==> config.mk <==
export PLATFORM = sky130hd
export DESIGN_NAME = cox_channel
export DESIGN_NICKNAME = d
export VERILOG_FILES = /design/src/core/cox_pkg.sv /design/src/core/cox_channel.sv
export SDC_FILE = /design/constraint.sdc
export NUM_CORES = 1
export LEC_CHECK = 0
export BUFFER_PORTS_ARGS = -buffer_cell sky130_fd_sc_hd__buf_2
export CORE_MARGIN = 8
export CORE_UTILIZATION = 60
export CTS_BUF_LIST = sky130_fd_sc_hd__clkbuf_8
export CTS_CLUSTER_DIAMETER = 100
export DETAILED_ROUTE_END_ITERATION = 12
export PLACE_DENSITY_LB_ADDON = 0.1
export SLEW_MARGIN = 20
export SYNTH_ARGS = -nofsm -noshare
export SYNTH_HDL_FRONTEND = slang
export SYNTH_SLANG_ARGS = --single-unit
==> constraint.sdc <==
create_clock -name clock -period 13.3 [get_ports clock]
set_input_delay 1.33 -clock clock [delete_from_list [all_inputs] [get_ports clock]]
set_output_delay 1.33 -clock clock [all_outputs]
set_load 0.005 [all_outputs]
==> src/core/cox_pkg.sv <==
/*
  Constants, types and carriers for the single-channel current output
  interface: backplane offsets, status word fields, scaling and timing.
  Assumes a 125 MHz clock and a com unit that forwards MODBUS requests.
*/
package cox_pkg;

  // Clock and times (microseconds as printed).
  localparam int unsigned CLK_MHZ = 125;
  localparam int unsigned EXCH_US = 6500;
  localparam int unsigned CONV_US = 50000;
  localparam int unsigned WDOG_US = 500000;
  localparam int unsigned EXCH_CYC = EXCH_US * CLK_MHZ;
  localparam int unsigned CONV_CYC = CONV_US * CLK_MHZ;
  localparam int unsigned WDOG_CYC = WDOG_US * CLK_MHZ;
  localparam logic [1:0] FAIL_LIMIT = 2'h3;

  // Function codes.
  localparam logic [7:0] FC_READ_BITS = 8'h02;
  localparam logic [7:0] FC_READ_HOLD = 8'h03;
  localparam logic [7:0] FC_READ_INPUT = 8'h04;
  localparam logic [7:0] FC_WRITE_ONE = 8'h06;
  localparam logic [7:0] FC_WRITE_MANY = 8'h10;

  // Direct offsets and legacy numbering bases.
  localparam logic [15:0] OFS_PROCESS = 16'h0100;
  localparam logic [15:0] OFS_STATUS = 16'h0300;
  localparam logic [15:0] OFS_TYPE = 16'h0400;
  localparam logic [15:0] OFS_AUX = 16'h0800;
  localparam logic [15:0] OFS_STATUS_BITS = 16'h0800;
  localparam logic [15:0] MC_ALLOC = 16'h9c41;
  localparam logic [15:0] MC_PROCESS = 16'hafc8;
  localparam logic [15:0] MC_STATUS_BITS = 16'h36b1;
  localparam logic [15:0] MC_STATUS = 16'h8980;
  localparam logic [15:0] MC_TYPE = 16'h89e4;
  localparam logic [15:0] MC_AUX = 16'h8b74;
  localparam logic [15:0] AUX_STRIDE = 16'h000c;
  localparam logic [15:0] BIT_STRIDE = 16'h0008;

  // Output word fields and scaling window.
  localparam int unsigned FLD_INVALID = 1;
  localparam int unsigned FLD_VALUE_LSB = 4;
  localparam logic [15:0] SCALE_MIN = 16'h2710;
  localparam logic [15:0] SCALE_MAX = 16'hc350;

  // Converter: 12-bit code over 0 to 25 mA; word points per mA is 2500.
  localparam int unsigned DAC_STEPS = 4096;
  localparam int unsigned FULL_UA = 25000;
  localparam int unsigned MIN_UA = 1000;
  localparam int unsigned BREAK_UA = 100;
  localparam int unsigned POINTS_PER_MA = 2500;
  localparam logic [11:0] DAC_MIN =
    12'((MIN_UA * DAC_STEPS + FULL_UA - 1) / FULL_UA);
  localparam logic [11:0] BREAK_CODE =
    12'((BREAK_UA * DAC_STEPS + FULL_UA - 1) / FULL_UA);
  localparam longint unsigned GAIN_WIDE =
    (longint'(1) << 20) * DAC_STEPS / (POINTS_PER_MA * (FULL_UA / 1000));
  localparam logic [16:0] GAIN = 17'(GAIN_WIDE);

  // Module status word fields (high byte).
  localparam int unsigned ST_LEAD = 8;
  localparam int unsigned ST_WDOG = 9;
  localparam int unsigned ST_INVALID = 10;
  localparam int unsigned ST_BUSY = 11;

  typedef enum logic [1:0] {
    ERR_CURRENT = 2'h0,
    ERR_SUBST = 2'h1,
    ERR_LAST = 2'h2
  } cox_err_mode_type;

  typedef enum logic [1:0] {
    ST_IDLE = 2'h0,
    ST_CONVERT = 2'h1,
    ST_OFF = 2'h3
  } cox_state_type;

  typedef struct packed {
    logic legacy;
    logic [7:0] fc;
    logic [15:0] addr;
    logic [15:0] data;
  } cox_req_type;

  typedef struct packed {
    logic ok;
    logic [15:0] data;
  } cox_rsp_type;

endpackage : cox_pkg

==> src/core/cox_channel.sv <==
/*
  Current output channel: backplane register access, output word
  decoding, conversion delay, error modes, lead breakage and watchdog.
  Assumes one request per cycle at most from the com unit and a 12-bit
  current readback arriving from outside the clock domain.
*/
// Behaviour
// - Output current spans 0 to 25 mA from a 12-bit code.
// - 4 to 20 mA maps onto 2500 distinct command steps.
// - A new command reaches the output after about 50 ms.
// - Status is exchanged with the com unit every 6.5 ms.
// - Process data is an unsigned word from 0 to 65535.
// - One 16-bit word per channel; low 4 bits hold status.
// - Scaling outside 10000 to 50000 drops the status bits.
// - Bit 1 flags invalid; bits 4 to 15 carry the value.
// - Status bits read with code 2 at 2048 + 8*slot + bit.
// - Status word at 768+slot, type at 1024+slot, code 4.
// - Auxiliary block at 2048 + 12*slot, read with code 4.
// - Process word at 256+slot, written by 6 or 16, read by 3.
// - Addresses accepted in direct or legacy PLC numbering.
// - Lead-breakage detection can be disabled for the channel.
// - With detection on, at least 1 mA flows, except from reset or a watchdog switch-off until the next conversion completes.
// - Readback below 0.1 mA reports a lead breakage.
// - Three failed exchanges then 500 ms switches the output off.
// - Last-valid mode keeps the last valid value after a fault.
// - Line faults never start the substitute value strategy.
`timescale 1ns/1ps
module cox_channel #(
  parameter int unsigned EXCH_CYC = cox_pkg::EXCH_CYC,
  parameter int unsigned CONV_CYC = cox_pkg::CONV_CYC,
  parameter int unsigned WDOG_CYC = cox_pkg::WDOG_CYC,
  parameter logic [15:0] TYPE_ID = 16'h00a5, // Arbitrary value.
  parameter logic AUX_PRESENT = 1'b0
) (
  // Clock and reset
  input wire logic clock,
  input wire logic reset,
  // Slot strap and channel configuration
  input wire logic [7:0] slot,
  input wire logic lf_enable,
  input wire cox_pkg::cox_err_mode_type err_mode,
  input wire logic [15:0] subst_word,
  input wire logic [15:0] scale_lo,
  input wire logic [15:0] scale_hi,
  // Com unit request and answer
  input wire logic req_valid,
  input wire cox_pkg::cox_req_type req,
  output logic rsp_valid,
  output cox_pkg::cox_rsp_type rsp,
  // Periodic status exchange
  output logic status_valid,
  output logic [15:0] status_word,
  // Converter and readback
  input wire logic [11:0] meas_code,
  output logic [11:0] dac_code,
  output logic out_enable,
  output logic lead_break
);

  cox_pkg::cox_state_type state_q, state_d;
  logic [7:0] slot_q;
  logic [15:0] word_q, last_q;
  logic [11:0] meas_s1_q, meas_s2_q, pend_q, dac_q;
  logic [25:0] exch_cnt_q, conv_cnt_q, wdog_cnt_q;
  logic [1:0] fail_q;
  logic seen_q, off_q, lead_q, out_en_q, stat_v_q, rsp_v_q;
  logic [15:0] stat_q;
  cox_pkg::cox_rsp_type rsp_q;

  // Legacy numbering is folded back onto direct offsets.
  wire logic [15:0] a = req.addr;
  wire logic is_fc2 = req.fc == cox_pkg::FC_READ_BITS;
  wire logic is_fc3 = req.fc == cox_pkg::FC_READ_HOLD;
  wire logic is_fc4 = req.fc == cox_pkg::FC_READ_INPUT;
  wire logic is_wr = req.fc == cox_pkg::FC_WRITE_ONE ||
                     req.fc == cox_pkg::FC_WRITE_MANY;
  wire logic [15:0] mc_aux = a - cox_pkg::MC_AUX + cox_pkg::OFS_AUX;
  wire logic [15:0] mc_type = a - cox_pkg::MC_TYPE + cox_pkg::OFS_TYPE;
  wire logic [15:0] mc_stat = a - cox_pkg::MC_STATUS + cox_pkg::OFS_STATUS;
  wire logic [15:0] mc_in = (a >= cox_pkg::MC_AUX) ? mc_aux :
                            (a >= cox_pkg::MC_TYPE) ? mc_type : mc_stat;
  wire logic [15:0] mc_bits =
    a - cox_pkg::MC_STATUS_BITS + cox_pkg::OFS_STATUS_BITS;
  wire logic [15:0] mc_proc = a - cox_pkg::MC_PROCESS + cox_pkg::OFS_PROCESS;
  wire logic [15:0] da = !req.legacy ? a : is_fc4 ? mc_in :
                         is_fc2 ? mc_bits : mc_proc;
  wire logic [15:0] slot16 = {8'h00, slot_q};
  wire logic [15:0] aux_base = cox_pkg::OFS_AUX +
                               16'(slot16 * cox_pkg::AUX_STRIDE);
  wire logic [15:0] bit_base = cox_pkg::OFS_STATUS_BITS +
                               16'(slot16 * cox_pkg::BIT_STRIDE);
  wire logic [15:0] bit_idx = da - bit_base;
  wire logic hit_proc = da == cox_pkg::OFS_PROCESS + slot16;
  wire logic hit_stat = da == cox_pkg::OFS_STATUS + slot16;
  wire logic hit_type = da == cox_pkg::OFS_TYPE + slot16;
  wire logic hit_aux = AUX_PRESENT && da >= aux_base &&
                       da < aux_base + cox_pkg::AUX_STRIDE;
  wire logic hit_bit = da >= bit_base && bit_idx < cox_pkg::BIT_STRIDE;
  wire logic do_write = req_valid && is_wr && hit_proc;
  // Only the output word is writable; there are no input data words.
  wire logic req_ok = (is_wr || is_fc3) && hit_proc ||
                      is_fc4 && (hit_stat || hit_type || hit_aux) ||
                      is_fc2 && hit_bit;
  wire logic [15:0] rd_bit = {15'h0,
                              stat_q[cox_pkg::ST_LEAD + bit_idx[2:0]]};
  wire logic [15:0] rd_data = !req_ok ? 16'h0000 :
                              is_fc2 ? rd_bit :
                              (is_fc3 || is_wr) ? word_q :
                              hit_stat ? stat_q :
                              hit_type ? TYPE_ID : 16'h0000;

  // Output word decoding and scaling to the converter code.
  wire logic status_on = scale_lo >= cox_pkg::SCALE_MIN &&
                         scale_hi <= cox_pkg::SCALE_MAX;
  wire logic invalid = status_on && word_q[cox_pkg::FLD_INVALID];
  wire cox_pkg::cox_err_mode_type mode = err_mode;
  wire logic [15:0] err_word = mode == cox_pkg::ERR_SUBST ? subst_word :
                               mode == cox_pkg::ERR_LAST ? last_q :
                               word_q;
  // A line fault is not an error here, only invalid data is.
  wire logic [15:0] use_word = invalid ? err_word : word_q;
  wire logic use_status = status_on && !(invalid && mode == cox_pkg::ERR_SUBST);
  wire logic [15:0] val_word = use_status ?
    {use_word[15:cox_pkg::FLD_VALUE_LSB], 4'h0} : use_word;
  wire logic [32:0] prod = val_word * cox_pkg::GAIN;
  wire logic [12:0] code_w = prod[32:20];
  wire logic [11:0] code_sat = code_w[12] ? 12'hfff : code_w[11:0];
  wire logic [11:0] target = (lf_enable && code_sat < cox_pkg::DAC_MIN) ?
                             cox_pkg::DAC_MIN : code_sat;

  // Period tick, exchange bookkeeping and watchdog.
  wire logic tick = exch_cnt_q == 26'(EXCH_CYC - 1);
  wire logic exch_ok = seen_q || req_valid;
  wire logic recover = tick && exch_ok;
  wire logic wdog_run = fail_q == cox_pkg::FAIL_LIMIT && !off_q;
  wire logic wdog_done = wdog_run && wdog_cnt_q == 26'(WDOG_CYC - 1);
  wire logic conv_done = conv_cnt_q == 26'(CONV_CYC - 1);
  wire logic broken = lf_enable && meas_s2_q < cox_pkg::BREAK_CODE;

  always_comb begin
    state_d = state_q;
    unique case (state_q)
      cox_pkg::ST_IDLE: begin
        if (off_q) begin
          state_d = cox_pkg::ST_OFF;
        end else if (target != dac_q) begin
          state_d = cox_pkg::ST_CONVERT;
        end
      end
      cox_pkg::ST_CONVERT: begin
        if (off_q) begin
          state_d = cox_pkg::ST_OFF;
        end else if (conv_done) begin
          state_d = cox_pkg::ST_IDLE;
        end
      end
      cox_pkg::ST_OFF: begin
        if (!off_q) begin
          state_d = cox_pkg::ST_IDLE;
        end
      end
      default: state_d = cox_pkg::ST_OFF;
    endcase
  end

  always_ff @(posedge clock) begin
    if (reset) begin
      slot_q <= slot;
      word_q <= 16'h0000;
      last_q <= 16'h0000;
      rsp_v_q <= 1'b0;
      rsp_q <= '0;
    end else begin
      rsp_v_q <= req_valid;
      rsp_q <= '{ok: req_ok, data: rd_data};
      if (do_write) begin
        word_q <= req.data;
      end
      if (!invalid) begin
        last_q <= word_q;
      end
    end
  end

  always_ff @(posedge clock) begin
    if (reset) begin
      exch_cnt_q <= 26'h0000000;
      seen_q <= 1'b0;
      fail_q <= 2'h0;
      wdog_cnt_q <= 26'h0000000;
      off_q <= 1'b0;
    end else begin
      exch_cnt_q <= tick ? 26'h0000000 : exch_cnt_q + 26'h0000001;
      seen_q <= req_valid || (seen_q && !tick);
      // A timeout in the same cycle as a good exchange wins, so the fail
      // count is kept and the output stays off until the next good one.
      if (tick) begin
        fail_q <= (exch_ok && !wdog_done) ? 2'h0 :
                  (fail_q == cox_pkg::FAIL_LIMIT ? fail_q : fail_q + 2'h1);
      end
      wdog_cnt_q <= wdog_run ? wdog_cnt_q + 26'h0000001 : 26'h0000000;
      if (wdog_done) begin
        off_q <= 1'b1;
      end else if (recover || fail_q != cox_pkg::FAIL_LIMIT) begin
        off_q <= 1'b0;
      end
    end
  end

  always_ff @(posedge clock) begin
    if (reset) begin
      state_q <= cox_pkg::ST_IDLE;
      conv_cnt_q <= 26'h0000000;
      pend_q <= 12'h000;
      dac_q <= 12'h000;
      out_en_q <= 1'b0;
    end else begin
      state_q <= state_d;
      conv_cnt_q <= (state_q == cox_pkg::ST_CONVERT && !conv_done) ?
                    conv_cnt_q + 26'h0000001 : 26'h0000000;
      if (state_q == cox_pkg::ST_IDLE) begin
        pend_q <= target;
      end
      if (state_q == cox_pkg::ST_CONVERT && conv_done && !off_q) begin
        dac_q <= pend_q;
      end else if (off_q) begin
        dac_q <= 12'h000;
      end
      out_en_q <= !off_q;
    end
  end

  always_ff @(posedge clock) begin
    if (reset) begin
      meas_s1_q <= 12'h000;
      meas_s2_q <= 12'h000;
      lead_q <= 1'b0;
      stat_q <= 16'h0000;
      stat_v_q <= 1'b0;
    end else begin
      meas_s1_q <= meas_code;
      meas_s2_q <= meas_s1_q;
      lead_q <= broken;
      stat_q <= {4'h0, state_q == cox_pkg::ST_CONVERT, invalid, off_q,
                 lead_q, 8'h00};
      stat_v_q <= tick;
    end
  end

  assign rsp_valid = rsp_v_q;
  assign rsp = rsp_q;
  assign status_valid = stat_v_q;
  assign status_word = stat_q;
  assign dac_code = dac_q;
  assign out_enable = out_en_q;
  assign lead_break = lead_q;
endmodule : cox_channel

==> results of run 1 <==
## power groups by stage
stage                     logic [W]  clock network, W  registers (W)
after floorplan           0.0000890                 0       0.000608
after global placement     0.000124                 0       0.000609
after detailed placement   0.000127                 0       0.000610
after CTS                  0.000128          0.000399       0.000596
after global routing       0.000144          0.000425       0.000598
final                      0.000130          0.000391       0.000596
## path summary, 6_finish.rpt
| path | endpoint | slack (ps) | from |
|---|---|---|---|
| worst max-delay path | state_q[0] | 2260 | scale_hi[0] |
| worst max register to register | state_q[0] | 3850 | word_q[1] |
| worst min-delay path | lead_break | 400 | meas_s2_q[10] |
| worst min register to register | lead_break | 400 | meas_s2_q[10] |
## layer usage
metal  part of all wire, %  up-vias  GRT usage (%)
met4                   2.0        0          6.690
met2                    46      333          40.23
met5                     0        -              0
met1                    47     6103          33.84
met3                   4.9       39          3.371
li1                      -     6428              -
## cell type report
cell class / count / area [um2]
well taps: 335 / 419.2
clock inverters: 15 / 183.9
repair buffers: 156 / 803.3
multi-input cells: 1354 / 10420
clock buffers: 17 / 234.0
diodes: 1 / 2.502
flip-flops and latches: 193 / 3944
inverters: 197 / 739.5
fillers: 2209 / 8941
## metrics by stage
stage	setup WS [ps]	util [%]	area (um2)	total power, W
3_3_place_gp	1977	63.56	16330	0.0007336
5_1_grt	1652	65.20	16750	0.001166
2_1_floorplan	3474	-	15530	0.0006966
4_1_cts	2395	65.19	16750	0.001124
6_report	2259	65.20	16750	0.001117
3_5_place_dp	1904	63.56	16330	0.0007366
## sequential cells by signal, summed over array words and instances, names as in the netlist, 4 cells and up
register     cells
last_q          12
wdog_cnt_q      26
word_q          16
status_word      4
conv_cnt_q      26
exch_cnt_q      26
rsp             17
meas_s2_q       12
meas_s1_q       12
slot_q           8
pend_q          12
dac_code        12
## logic make-up (layout without fill, tap and decap cells)
| logic type | after synthesis | count (layout) | synth area share (%) |
|---|---|---|---|
| buf+inv | 271 | 385 | 7.543 |
| xor+xnor | 103 | 103 | 6.008 |
| mux | 41 | 41 | 2.818 |
| compound gates | 332 | 332 | 14.67 |
| flops | 193 | 193 | 25.45 |
| simple gates | 630 | 630 | 20.84 |
| other cells | 1 | 13 | 0.02420 |
| fa+ha+maj | 236 | 236 | 22.64 |
## cells in the final DEF (no fill, tap or decap), drive strengths merged, types with 6 or more instances in the layout
| cell type | n |
|---|---|
| a21oi | 92 |
| o31ai | 11 |
| nor3 | 27 |
| nor2 | 182 |
| nor4b | 8 |
| dfxtp | 185 |
| nor2b | 41 |
| buf | 156 |
| o221ai | 6 |
| nand2b | 17 |
| nand4 | 34 |
| nor4 | 15 |
| ha | 162 |
| o21bai | 8 |
| nand4b | 7 |
| nand2 | 148 |
| and3 | 21 |
| or2 | 7 |
| nand3 | 51 |
| inv | 204 |
| conb | 12 |
| xnor2 | 41 |
| a211oi | 17 |
| o211ai | 12 |
| and2 | 20 |
| a31oi | 10 |
| mux2i | 35 |
| fa | 74 |
| edfxtp | 8 |
| o22ai | 10 |
| a21boi | 10 |
| clkinv | 8 |
| and4 | 11 |
| xor2 | 61 |
| or3 | 17 |
| o21ai | 69 |
| a22oi | 6 |
| clkbuf | 17 |
| o21a | 8 |
| a21o | 16 |
## worst reg2reg max path, delay by kind of cell (launching register included)
kind,cells,cell delay (ps)
buf+inv,8,900
fa+ha+maj,8,3640
flops,1,540
simple gates,5,1510
compound gates,10,2590
xor+xnor,1,170
==> qor.csv, run 1 <==
stage,metric,value,unit
yosys,"Top FF cell, synth",dfxtp_1,
yosys,Async SR Flop Fraction,0,%
routing,Vias,12900,
routing,Initial DRC Count,982,
clock_tree,CTS Buf Count,17,
yosys,Mapped Area,0.01549,mm2
global_routing,GRT Total Usage,24.68,%
timing,"Slew Viols, Final",0,
yosys,register bit count reported by yosys,193,
routing,routed via count divided by cell count,5.689,
timing,fmax,90.57,MHz
min_path,hold path cells,1,
clock_tree,CTS max path bufs,2,
yosys,Synth top area share,23.90,%
power,Lkg Pwr,7.906,nW
floorplan,Die ar.,0.03122,mm2
clock_tree,"Hold-fix buffers, CTS",0,
clock_tree,post-CTS setup buffers,0,
critical_path,top cell family by delay on the critical path,adder cells,
timing,RSZ-0062 raised after global routing,false,
power,Clk pwr share,35.0,%
yosys,largest cells by area after synthesis,"dfxtp_1, ha_1, fa_1",
run_status,status,completed,
layout,area grow syn2layout,8.100,%
critical_path,largest fanout on the critical path,26,
critical_path,critical path required time,13670,ps
yosys,number of synthesized flops with an enable pin,8,
floorplan,die width,176.7,um
yosys,register area share after synthesis,25.45,%
clock_tree,clk slew on worst S/H paths,120,ps
place,gpl congestion,0.9393,
min_path,Hold Crit Class,reg2reg,
power,Pint,0.0007899,W
place,placed cell count,2235,
floorplan,boundary pin count,164,
timing,Slew HR,31.27,%
timing,final setup TNS,0,ps
floorplan,num rows,59,
place,port buffer count,147,
timing,Tmin final,11040,ps
critical_path,crit-path max cell delay,550,ps
timing,Worst Skew,31.21,ps
critical_path,worst-case reg-to-reg path depth,32,
clock_tree,post_cts resized,0,
floorplan,initial core utilization,60.31,%
floorplan,CORE AREA,0.02569,mm2
yosys,Synth Instances,1807,
routing,# DRC,0,
critical_path,Buf/Inv on CP,9,
timing,Final Hold Viols,0,
yosys,mean post-synth cell area,8.574,um2
global_routing,vias in the first global route,12640,
global_routing,initial antenna violation count,1,
critical_path,Setup Crit Path Kind,in2reg,
flow_run,max-cap violation count,0,
routing,mean routed wirelength per cell,16.92,um
power,Psw,0.0003273,W
global_routing,first-pass GRT wire length,63140,um
power,Peak supply drop,0.0001037,V
critical_path,Worst setup EP type,flip-flop,
floorplan,Die Y,176.7,um
yosys,YS warnings,0,
timing,Slew @ Worst Pin,1027,ps
routing,drt pass-1 iters,6,
power,Cell Pwr Density,66.71,mW/mm2
yosys,"count leader, synth",inv_1,
critical_path,CP arrival,11410,ps
timing,setup violators final,0,
place,post-DP HPWL,31020,um
layout,layout cells sized above 1,12.73,%
global_routing,largest net degree at the start of global routing,79,
clock_tree,CTS root buffer,clkbuf_8,
timing,hold_ws,402.4,ps
clock_tree,TritonCTS clock tree,done,
layout,NumNets Final,2270,
routing,Antenna Violating Nets Remaining,0,
timing,fin crit share,83.02,%
critical_path,Crit-path slowest cell,fa_1,
power,Switching Fraction,29.30,%
yosys,Netlist cell types,114,
global_routing,Congestion Overflow GR,0,
critical_path,Most common cell on crit path,inv_1,
yosys,post-synth top area cell,dfxtp_1,
clock_tree,Skew-Pair Late Insertion Delay,470,ps
layout,fin cells,2268,
routing,final WL,38370,um
critical_path,Crit path depth,36,
clock_tree,htree depth,4,
critical_path,CP startpoint kind,input port,
yosys,Commonest cells post-synth,"inv_1, dfxtp_1, nor2_1",
power,Gate power share,11.6,%
clock_tree,number of clock sinks,193,
power,Seq pwr share,53.4,%
Note: power is estimated with default switching activity, not from simulation.
==> run 2: changes to the inputs <==
--- a/config.mk
+++ b/config.mk
@@ -5,9 +5,10 @@
 export SDC_FILE = /design/constraint.sdc
 export NUM_CORES = 1
 export LEC_CHECK = 0
+export ABC_AREA = 1
 export BUFFER_PORTS_ARGS = -buffer_cell sky130_fd_sc_hd__buf_2
 export CORE_MARGIN = 8
-export CORE_UTILIZATION = 60
+export CORE_UTILIZATION = 56
 export CTS_BUF_LIST = sky130_fd_sc_hd__clkbuf_8
 export CTS_CLUSTER_DIAMETER = 100
 export DETAILED_ROUTE_END_ITERATION = 12
==> constraint.sdc (replaced) <==
create_clock -name clock -period 9.3 [get_ports clock]
set_input_delay 0.93 -clock clock [delete_from_list [all_inputs] [get_ports clock]]
set_output_delay 0.93 -clock clock [all_outputs]
set_load 0.005 [all_outputs]
==> qor.csv, run 2 <==
stage,metric,value,unit,change
routing,Antenna Violating Nets Remaining,0,,unchanged
power,Psw,0.0005243,W,+60%
timing,Slew HR,41.30,%,+10 points
timing,Final Hold Viols,0,,unchanged
layout,"commonest non-fill, non-tap cell in the layout",inv_1,,
floorplan,die width,184.6,um,+4.5%
routing,drt pass-1 iters,5,,-1
routing,routed via count divided by cell count,5.340,,-6.1%
min_path,hold_sp,meas_s1_q[6],,
routing,mean routed wirelength per cell,15.39,um,-9.1%
power,Lkg Pwr,8.603,nW,+8.8%
power,Pint,0.001178,W,+49%
routing,# DRC,0,,unchanged
global_routing,Congestion Overflow GR,0,,unchanged
floorplan,Die ar.,0.03407,mm2,+9.1%
critical_path,CP startpoint kind,input port,,
yosys,mean post-synth cell area,7.198,um2,-16%
timing,Tmin final,8588,ps,
yosys,Async SR Flop Fraction,0,%,unchanged
timing,setup violators final,0,,unchanged
min_path,hold path cells,2,,+1
floorplan,CORE AREA,0.02786,mm2,+8.4%
clock_tree,clk slew on worst S/H paths,120,ps,about the same
floorplan,boundary pin count,164,,unchanged
power,Seq pwr share,51.0,%,-2.4 points
timing,RSZ-0062 raised after global routing,false,,
layout,largest registers,"conv_cnt_q x26, exch_cnt_q x26, wdog_cnt_q x26",,
timing,fin crit share,92.34,%,
timing,Final Worst Setup Slack,712.1,ps,-1547 ps
clock_tree,CTS max path bufs,2,,unchanged
critical_path,Setup Crit Path Kind,in2reg,,
routing,Vias,14660,,+14%
clock_tree,number of clock sinks,196,,+1.6%
yosys,Commonest cells post-synth,"inv_1, nand2_1, nor2_1",,
global_routing,largest net degree at the start of global routing,67,,-15%
yosys,number of synthesized flops with an enable pin,8,,unchanged
layout,NumNets Final,2702,,+19%
critical_path,Buf/Inv on CP,9,,unchanged
critical_path,largest fanout on the critical path,16,,-38%
timing,"Slew Viols, Final",0,,unchanged
critical_path,critical path startpoint,scale_lo[15],,
power,Cell Pwr Density,97.49,mW/mm2,+46%
yosys,largest cells by area after synthesis,"dfxtp_1, ha_1, inv_1",,
yosys,Netlist cell types,70,,-39%
floorplan,num rows,61,,+3.4%
timing,Slew @ Worst Pin,877.3,ps,-149.9 ps
yosys,Synth Instances,2211,,+22%
power,Switching Fraction,30.80,%,+1.5 points
yosys,Synth top area share,23.65,%,-0.25 points
power,Peak supply drop,0.00008747,V,-16%
global_routing,first-pass GRT wire length,68990,um,+9.3%
power,Clk pwr share,37.2,%,+2.2 points
place,Place WS,310.5,ps,-1593 ps
layout,final core utilization,62.68,%,-2.5 points
clock_tree,post-CTS setup buffers,0,,unchanged
critical_path,crit-path max cell delay,540,ps,about the same
place,port buffer count,147,,unchanged
layout,area grow syn2layout,9.718,%,
clock_tree,CTS root buffer,clkbuf_8,,
yosys,Mapped Area,0.01591,mm2,+2.7%
place,gpl congestion,0.9485,,+0.98%
clock_tree,TritonCTS clock tree,done,,
clock_tree,"Hold-fix buffers, CTS",0,,unchanged
yosys,register bit count reported by yosys,196,,+1.6%
yosys,YS warnings,0,,unchanged
clock_tree,post_cts resized,0,,unchanged
yosys,register area share after synthesis,25.16,%,-0.30 points
yosys,"count leader, synth",inv_1,,
place,Placed Area,0.01698,mm2,+4.0%
global_routing,GRT Total Usage,24.88,%,+0.19 points
timing,Worst Skew,30.30,ps,-0.9025 ps
clock_tree,htree depth,4,,unchanged
critical_path,critical path required time,9670,ps,-4000 ps
layout,layout cells sized above 1,12.10,%,-0.63 points
place,post-DP HPWL,34540,um,+11%
layout,design area,0.01746,mm2,+4.3%
timing,fmax,116.4,MHz,
critical_path,worst-case reg-to-reg path depth,39,,+22%
timing,final setup TNS,0,ps,unchanged
layout,fill count,2626,,+19%
yosys,post-synth top area cell,dfxtp_1,,
routing,Initial DRC Count,995,,+1.3%
flow_run,max-cap violation count,0,,unchanged
critical_path,CP arrival,8960,ps,-2450 ps
global_routing,vias in the first global route,14010,,+11%
global_routing,initial antenna violation count,3,,+2
routing,final WL,42230,um,+10%
floorplan,Die Y,184.6,um,+4.5%
critical_path,Most common cell on crit path,nand2_1,,
critical_path,Worst setup EP type,flip-flop,,
critical_path,Reg2Reg Launch Point,word_q[1],,
critical_path,Crit path depth,45,,+25%
floorplan,initial core utilization,57.13,%,-3.2 points
power,Gate power share,11.8,%,+0.2 points
critical_path,top cell family by delay on the critical path,adder cells,,
layout,most frequent cells in the layout,"inv_1, nand2_1, nor2_1",,
clock_tree,Skew-Pair Late Insertion Delay,480,ps,about the same
min_path,Hold Crit Class,reg2reg,,
critical_path,Crit-path slowest cell,fa_1,,
clock_tree,CTS Buf Count,17,,unchanged
run_status,status,completed,,
yosys,"Top FF cell, synth",dfxtp_1,,
==> run 2: cell count changes after synthesis, sizes merged, moves of 20 or more <==
| cell | previous run | this run |
|---|---|---|
| o21ai | 69 | 102 |
| a21oi | 92 | 158 |
| inv | 197 | 437 |
| xnor2 | 41 | 6 |
| nand2 | 148 | 404 |
| nor3 | 27 | 68 |
| clkbuf | 47 | 27 |
| nand3 | 51 | 88 |
| nor2 | 182 | 250 |
| xor2 | 61 | 30 |
| nor2b | 41 | 0 |
| mux2i | 35 | 0 |
==> run 2: kinds of logic (layout without fill, tap and decap cells) <==
group                      after synthesis  count (layout)  synth area share (%)
buffers and inverters                  490             632                 12.14
AOI/OAI and AO/OA                      349             349                 12.60
adders and majority gates              236             236                 22.05
other                                    1              15               0.02356
and+or+nand+nor                        903             903                 25.82
xor gates and xnor gates                36              36                 2.217
DFF                                    196             196                 25.16
==> run 2: final timing paths <==
path	endpoint	slack, ps
max	state_q[0]	710
max reg2reg	state_q[0]	1200
min reg2reg	meas_s2_q[6]	410
min	meas_s2_q[6]	410
==> run 2: per-layer routing <==
layer	GRT usage, %	vias up	part of all wire, %
li1	-	7371	-
met1	34.07	6811	47
met2	40.30	411	46
met3	3.091	64	5.1
met4	7.841	0	2.6
met5	0	-	0
==> run 2: final cells by class <==
cell class                      count  area [um2]  area share (%)
Clock buffer                       17       234.0           1.340
Clock inverter                     15       236.5           1.354
Sequential cell                   196        4004           22.93
Antenna cell                        3       7.507         0.04300
Tap cell                          378       473.0           2.709
Multi-Input combinational cell   1536       10020           57.38
Inverter                          440        1653           9.466
Timing Repair Buffer              160       833.3           4.772
==> run 2: metrics by stage <==
step | instances | hold WS, ps | total power (W)
after global routing | 2745 | 427.5 | 0.001768
final | 2745 | 409.1 | 0.001702
after CTS | 2742 | 413.3 | 0.001712
after global placement | 2710 | 390.5 | 0.001082
after floorplan | 2222 | 385.2 | 0.001023
after detailed placement | 2710 | 395.8 | 0.001085
==> run 2: worst min-delay path: stages, from the launching register on <==
cell and delay (ps):
dfxtp_1 320, inv_1 40, nor2_1 30
==> run 2: power by group through the flow <==
| stage | clock network, W | logic (W) | registers [W] |
|---|---|---|---|
| final | 0.000633 | 0.000202 | 0.000868 |
| after global routing | 0.000672 | 0.000226 | 0.000870 |
| after CTS | 0.000644 | 0.000199 | 0.000868 |
| after detailed placement | 0 | 0.000198 | 0.000887 |
| after global placement | 0 | 0.000195 | 0.000886 |
| after floorplan | 0 | 0.000138 | 0.000885 |
==> run 3: changes to the inputs <==
--- a/config.mk
+++ b/config.mk
@@ -7,8 +7,9 @@
 export LEC_CHECK = 0
 export ABC_AREA = 1
 export BUFFER_PORTS_ARGS = -buffer_cell sky130_fd_sc_hd__buf_2
+export CORE_ASPECT_RATIO = 0.7
 export CORE_MARGIN = 8
-export CORE_UTILIZATION = 56
+export CORE_UTILIZATION = 60
 export CTS_BUF_LIST = sky130_fd_sc_hd__clkbuf_8
 export CTS_CLUSTER_DIAMETER = 100
 export DETAILED_ROUTE_END_ITERATION = 12
==> constraint.sdc (replaced) <==
create_clock -name clock -period 11.1 [get_ports clock]
set_input_delay 1.11 -clock clock [delete_from_list [all_inputs] [get_ports clock]]
set_output_delay 1.11 -clock clock [all_outputs]
set_load 0.005 [all_outputs]
==> qor.csv, run 3 (synthesis gave the netlist of run 2 again) <==
stage,metric,value,unit,change
layout,layout cells sized above 1,11.76,%,-0.34 points
critical_path,CP startpoint kind,input port,,
power,Lkg Pwr,8.537,nW,-0.76%
timing,Slew HR,39.34,%,-2.0 points
global_routing,Congestion Overflow GR,0,,unchanged
place,post-DP HPWL,35210,um,+1.9%
routing,Antenna Violating Nets Remaining,0,,unchanged
floorplan,die width,210.7,um,+14%
critical_path,worst-case reg-to-reg path depth,36,,-7.7%
clock_tree,Skew-Pair Late Insertion Delay,490,ps,about the same
timing,setup violators final,0,,unchanged
global_routing,vias in the first global route,13220,,-5.6%
timing,Worst Skew,20.21,ps,-10.09 ps
routing,mean routed wirelength per cell,15.76,um,+2.4%
critical_path,Worst setup EP type,flip-flop,,
timing,fin crit share,81.47,%,
place,port buffer count,147,,unchanged
global_routing,first-pass GRT wire length,67940,um,-1.5%
floorplan,CORE AREA,0.02640,mm2,-5.2%
floorplan,boundary pin count,164,,unchanged
timing,Tmin final,9043,ps,
clock_tree,"Hold-fix buffers, CTS",0,,unchanged
clock_tree,number of clock sinks,196,,unchanged
clock_tree,CTS max path bufs,2,,unchanged
timing,Final Hold Viols,0,,unchanged
critical_path,crit-path max cell delay,570,ps,+30 ps
clock_tree,htree depth,4,,unchanged
global_routing,GRT Total Usage,25.97,%,+1.1 points
floorplan,num rows,50,,-18%
power,Cell Pwr Density,78.86,mW/mm2,-19%
place,gpl congestion,0.9627,,+1.5%
routing,drt pass-1 iters,5,,unchanged
clock_tree,CTS Buf Count,17,,unchanged
routing,routed via count divided by cell count,5.411,,+1.3%
routing,final WL,42860,um,+1.5%
floorplan,Die ar.,0.03207,mm2,-5.9%
clock_tree,CTS root buffer,clkbuf_8,,
routing,Initial DRC Count,1326,,+33%
timing,RSZ-0062 raised after global routing,false,,
timing,Slew @ Worst Pin,906.6,ps,+29.27 ps
layout,area grow syn2layout,8.711,%,
routing,Vias,14710,,+0.38%
critical_path,Crit-path slowest cell,a21boi_2,,
global_routing,largest net degree at the start of global routing,68,,+1.5%
power,Peak supply drop,0.0001020,V,+17%
timing,fmax,110.6,MHz,
critical_path,critical path required time,11500,ps,+1830 ps
global_routing,initial antenna violation count,0,,-3
clock_tree,TritonCTS clock tree,done,,
min_path,Hold Crit Class,reg2reg,,
layout,largest registers,"conv_cnt_q x26, exch_cnt_q x26, wdog_cnt_q x26",,
critical_path,Most common cell on crit path,nand2_1,,
layout,n_diodes,0,,-3
floorplan,initial core utilization,60.28,%,+3.2 points
flow_run,max-cap violation count,0,,unchanged
floorplan,Die Y,152.3,um,-18%
clock_tree,post_cts resized,0,,unchanged
critical_path,largest fanout on the critical path,22,,+6
layout,NumNets Final,2694,,-0.30%
clock_tree,post-CTS setup buffers,0,,unchanged
timing,hold_ws,407.9,ps,-1.216 ps
min_path,hold path cells,2,,unchanged
layout,most frequent cells in the layout,"inv_1, nand2_1, nor2_1",,
critical_path,Setup Crit Path Kind,in2reg,,
layout,"commonest non-fill, non-tap cell in the layout",inv_1,,
critical_path,CP arrival,9440,ps,+480 ps
run_status,status,completed,,
timing,"Slew Viols, Final",0,,unchanged
timing,final setup TNS,0,ps,unchanged
clock_tree,clk slew on worst S/H paths,110,ps,about the same
routing,# DRC,0,,unchanged
run 3: changes by cell type in the layout (fill, tap and decap cells not counted):
cell,previous run,this run
buf_4,13,6
clkinv_8,6,2
inv_6,1,5
diode_2,3,0
inv_12,3,0
clkinv_2,1,3
buf_2,147,146
inv_16,1,0
inv_8,2,3
run 3: critical path, delay by kind of cell:
family	cells	cell delay, ps
and+or+nand+nor	17	2800
AOI/OAI and AO/OA	6	1350
buffers and inverters	8	730
adders and majority gates	8	3390
run 3: area by class of cell:
class                           count  area (um2)
Tap cell                          364       455.4
Inverter                          440        1653
Sequential cell                   196        4004
Timing Repair Buffer              152       775.7
Clock buffer                       17       234.0
Clock inverter                     14       158.9
Fill cell                        2442        9100
Multi-Input combinational cell   1536       10020
run 3: routing by layer:
| layer | up-vias | GRT usage (%) | part of all wire (%) |
|---|---|---|---|
| li1 | 7351 | - | - |
| met1 | 6745 | 38.91 | 48 |
| met2 | 580 | 37.48 | 41 |
| met3 | 36 | 5.878 | 10 |
| met4 | 0 | 5.153 | 1.3 |
| met5 | - | 0 | 0 |
run 3: path summary, 6_finish.rpt:
| kind | start | to | slack [ps] |
|---|---|---|---|
| max | err_mode[0] | state_q[0] | 2060 |
| min | meas_s1_q[0] | meas_s2_q[0] | 410 |
| max reg2reg | word_q[1] | state_q[0] | 2790 |
| min reg2reg | meas_s1_q[0] | meas_s2_q[0] | 410 |
run 3: through the flow:
step                      util [%]  area, um2  power (W)  std cells  worst slack (ps)
after floorplan                  -      15960  0.0008572       2222              2926
after global placement       64.04      16910  0.0009089       2688              1732
after detailed placement     64.04      16910  0.0009115       2688              1636
after CTS                    65.53      17300   0.001371       2719              2166
after global routing         65.53      17300   0.001424       2719              1469
final                        65.53      17300   0.001364       2719              2057
run 3: report_power, final:
| part | total (W) | switching, W | leakage, nW | internal [W] |
|---|---|---|---|---|
| logic | 0.000172 | 0.000111 | 6.73 | 0.0000604 |
| clock network | 0.000465 | 0.000277 | 0.203 | 0.000187 |
| registers | 0.000728 | 0.00000726 | 1.60 | 0.000720 |
| total | 0.00136 | 0.000396 | 8.54 | 0.000968 |
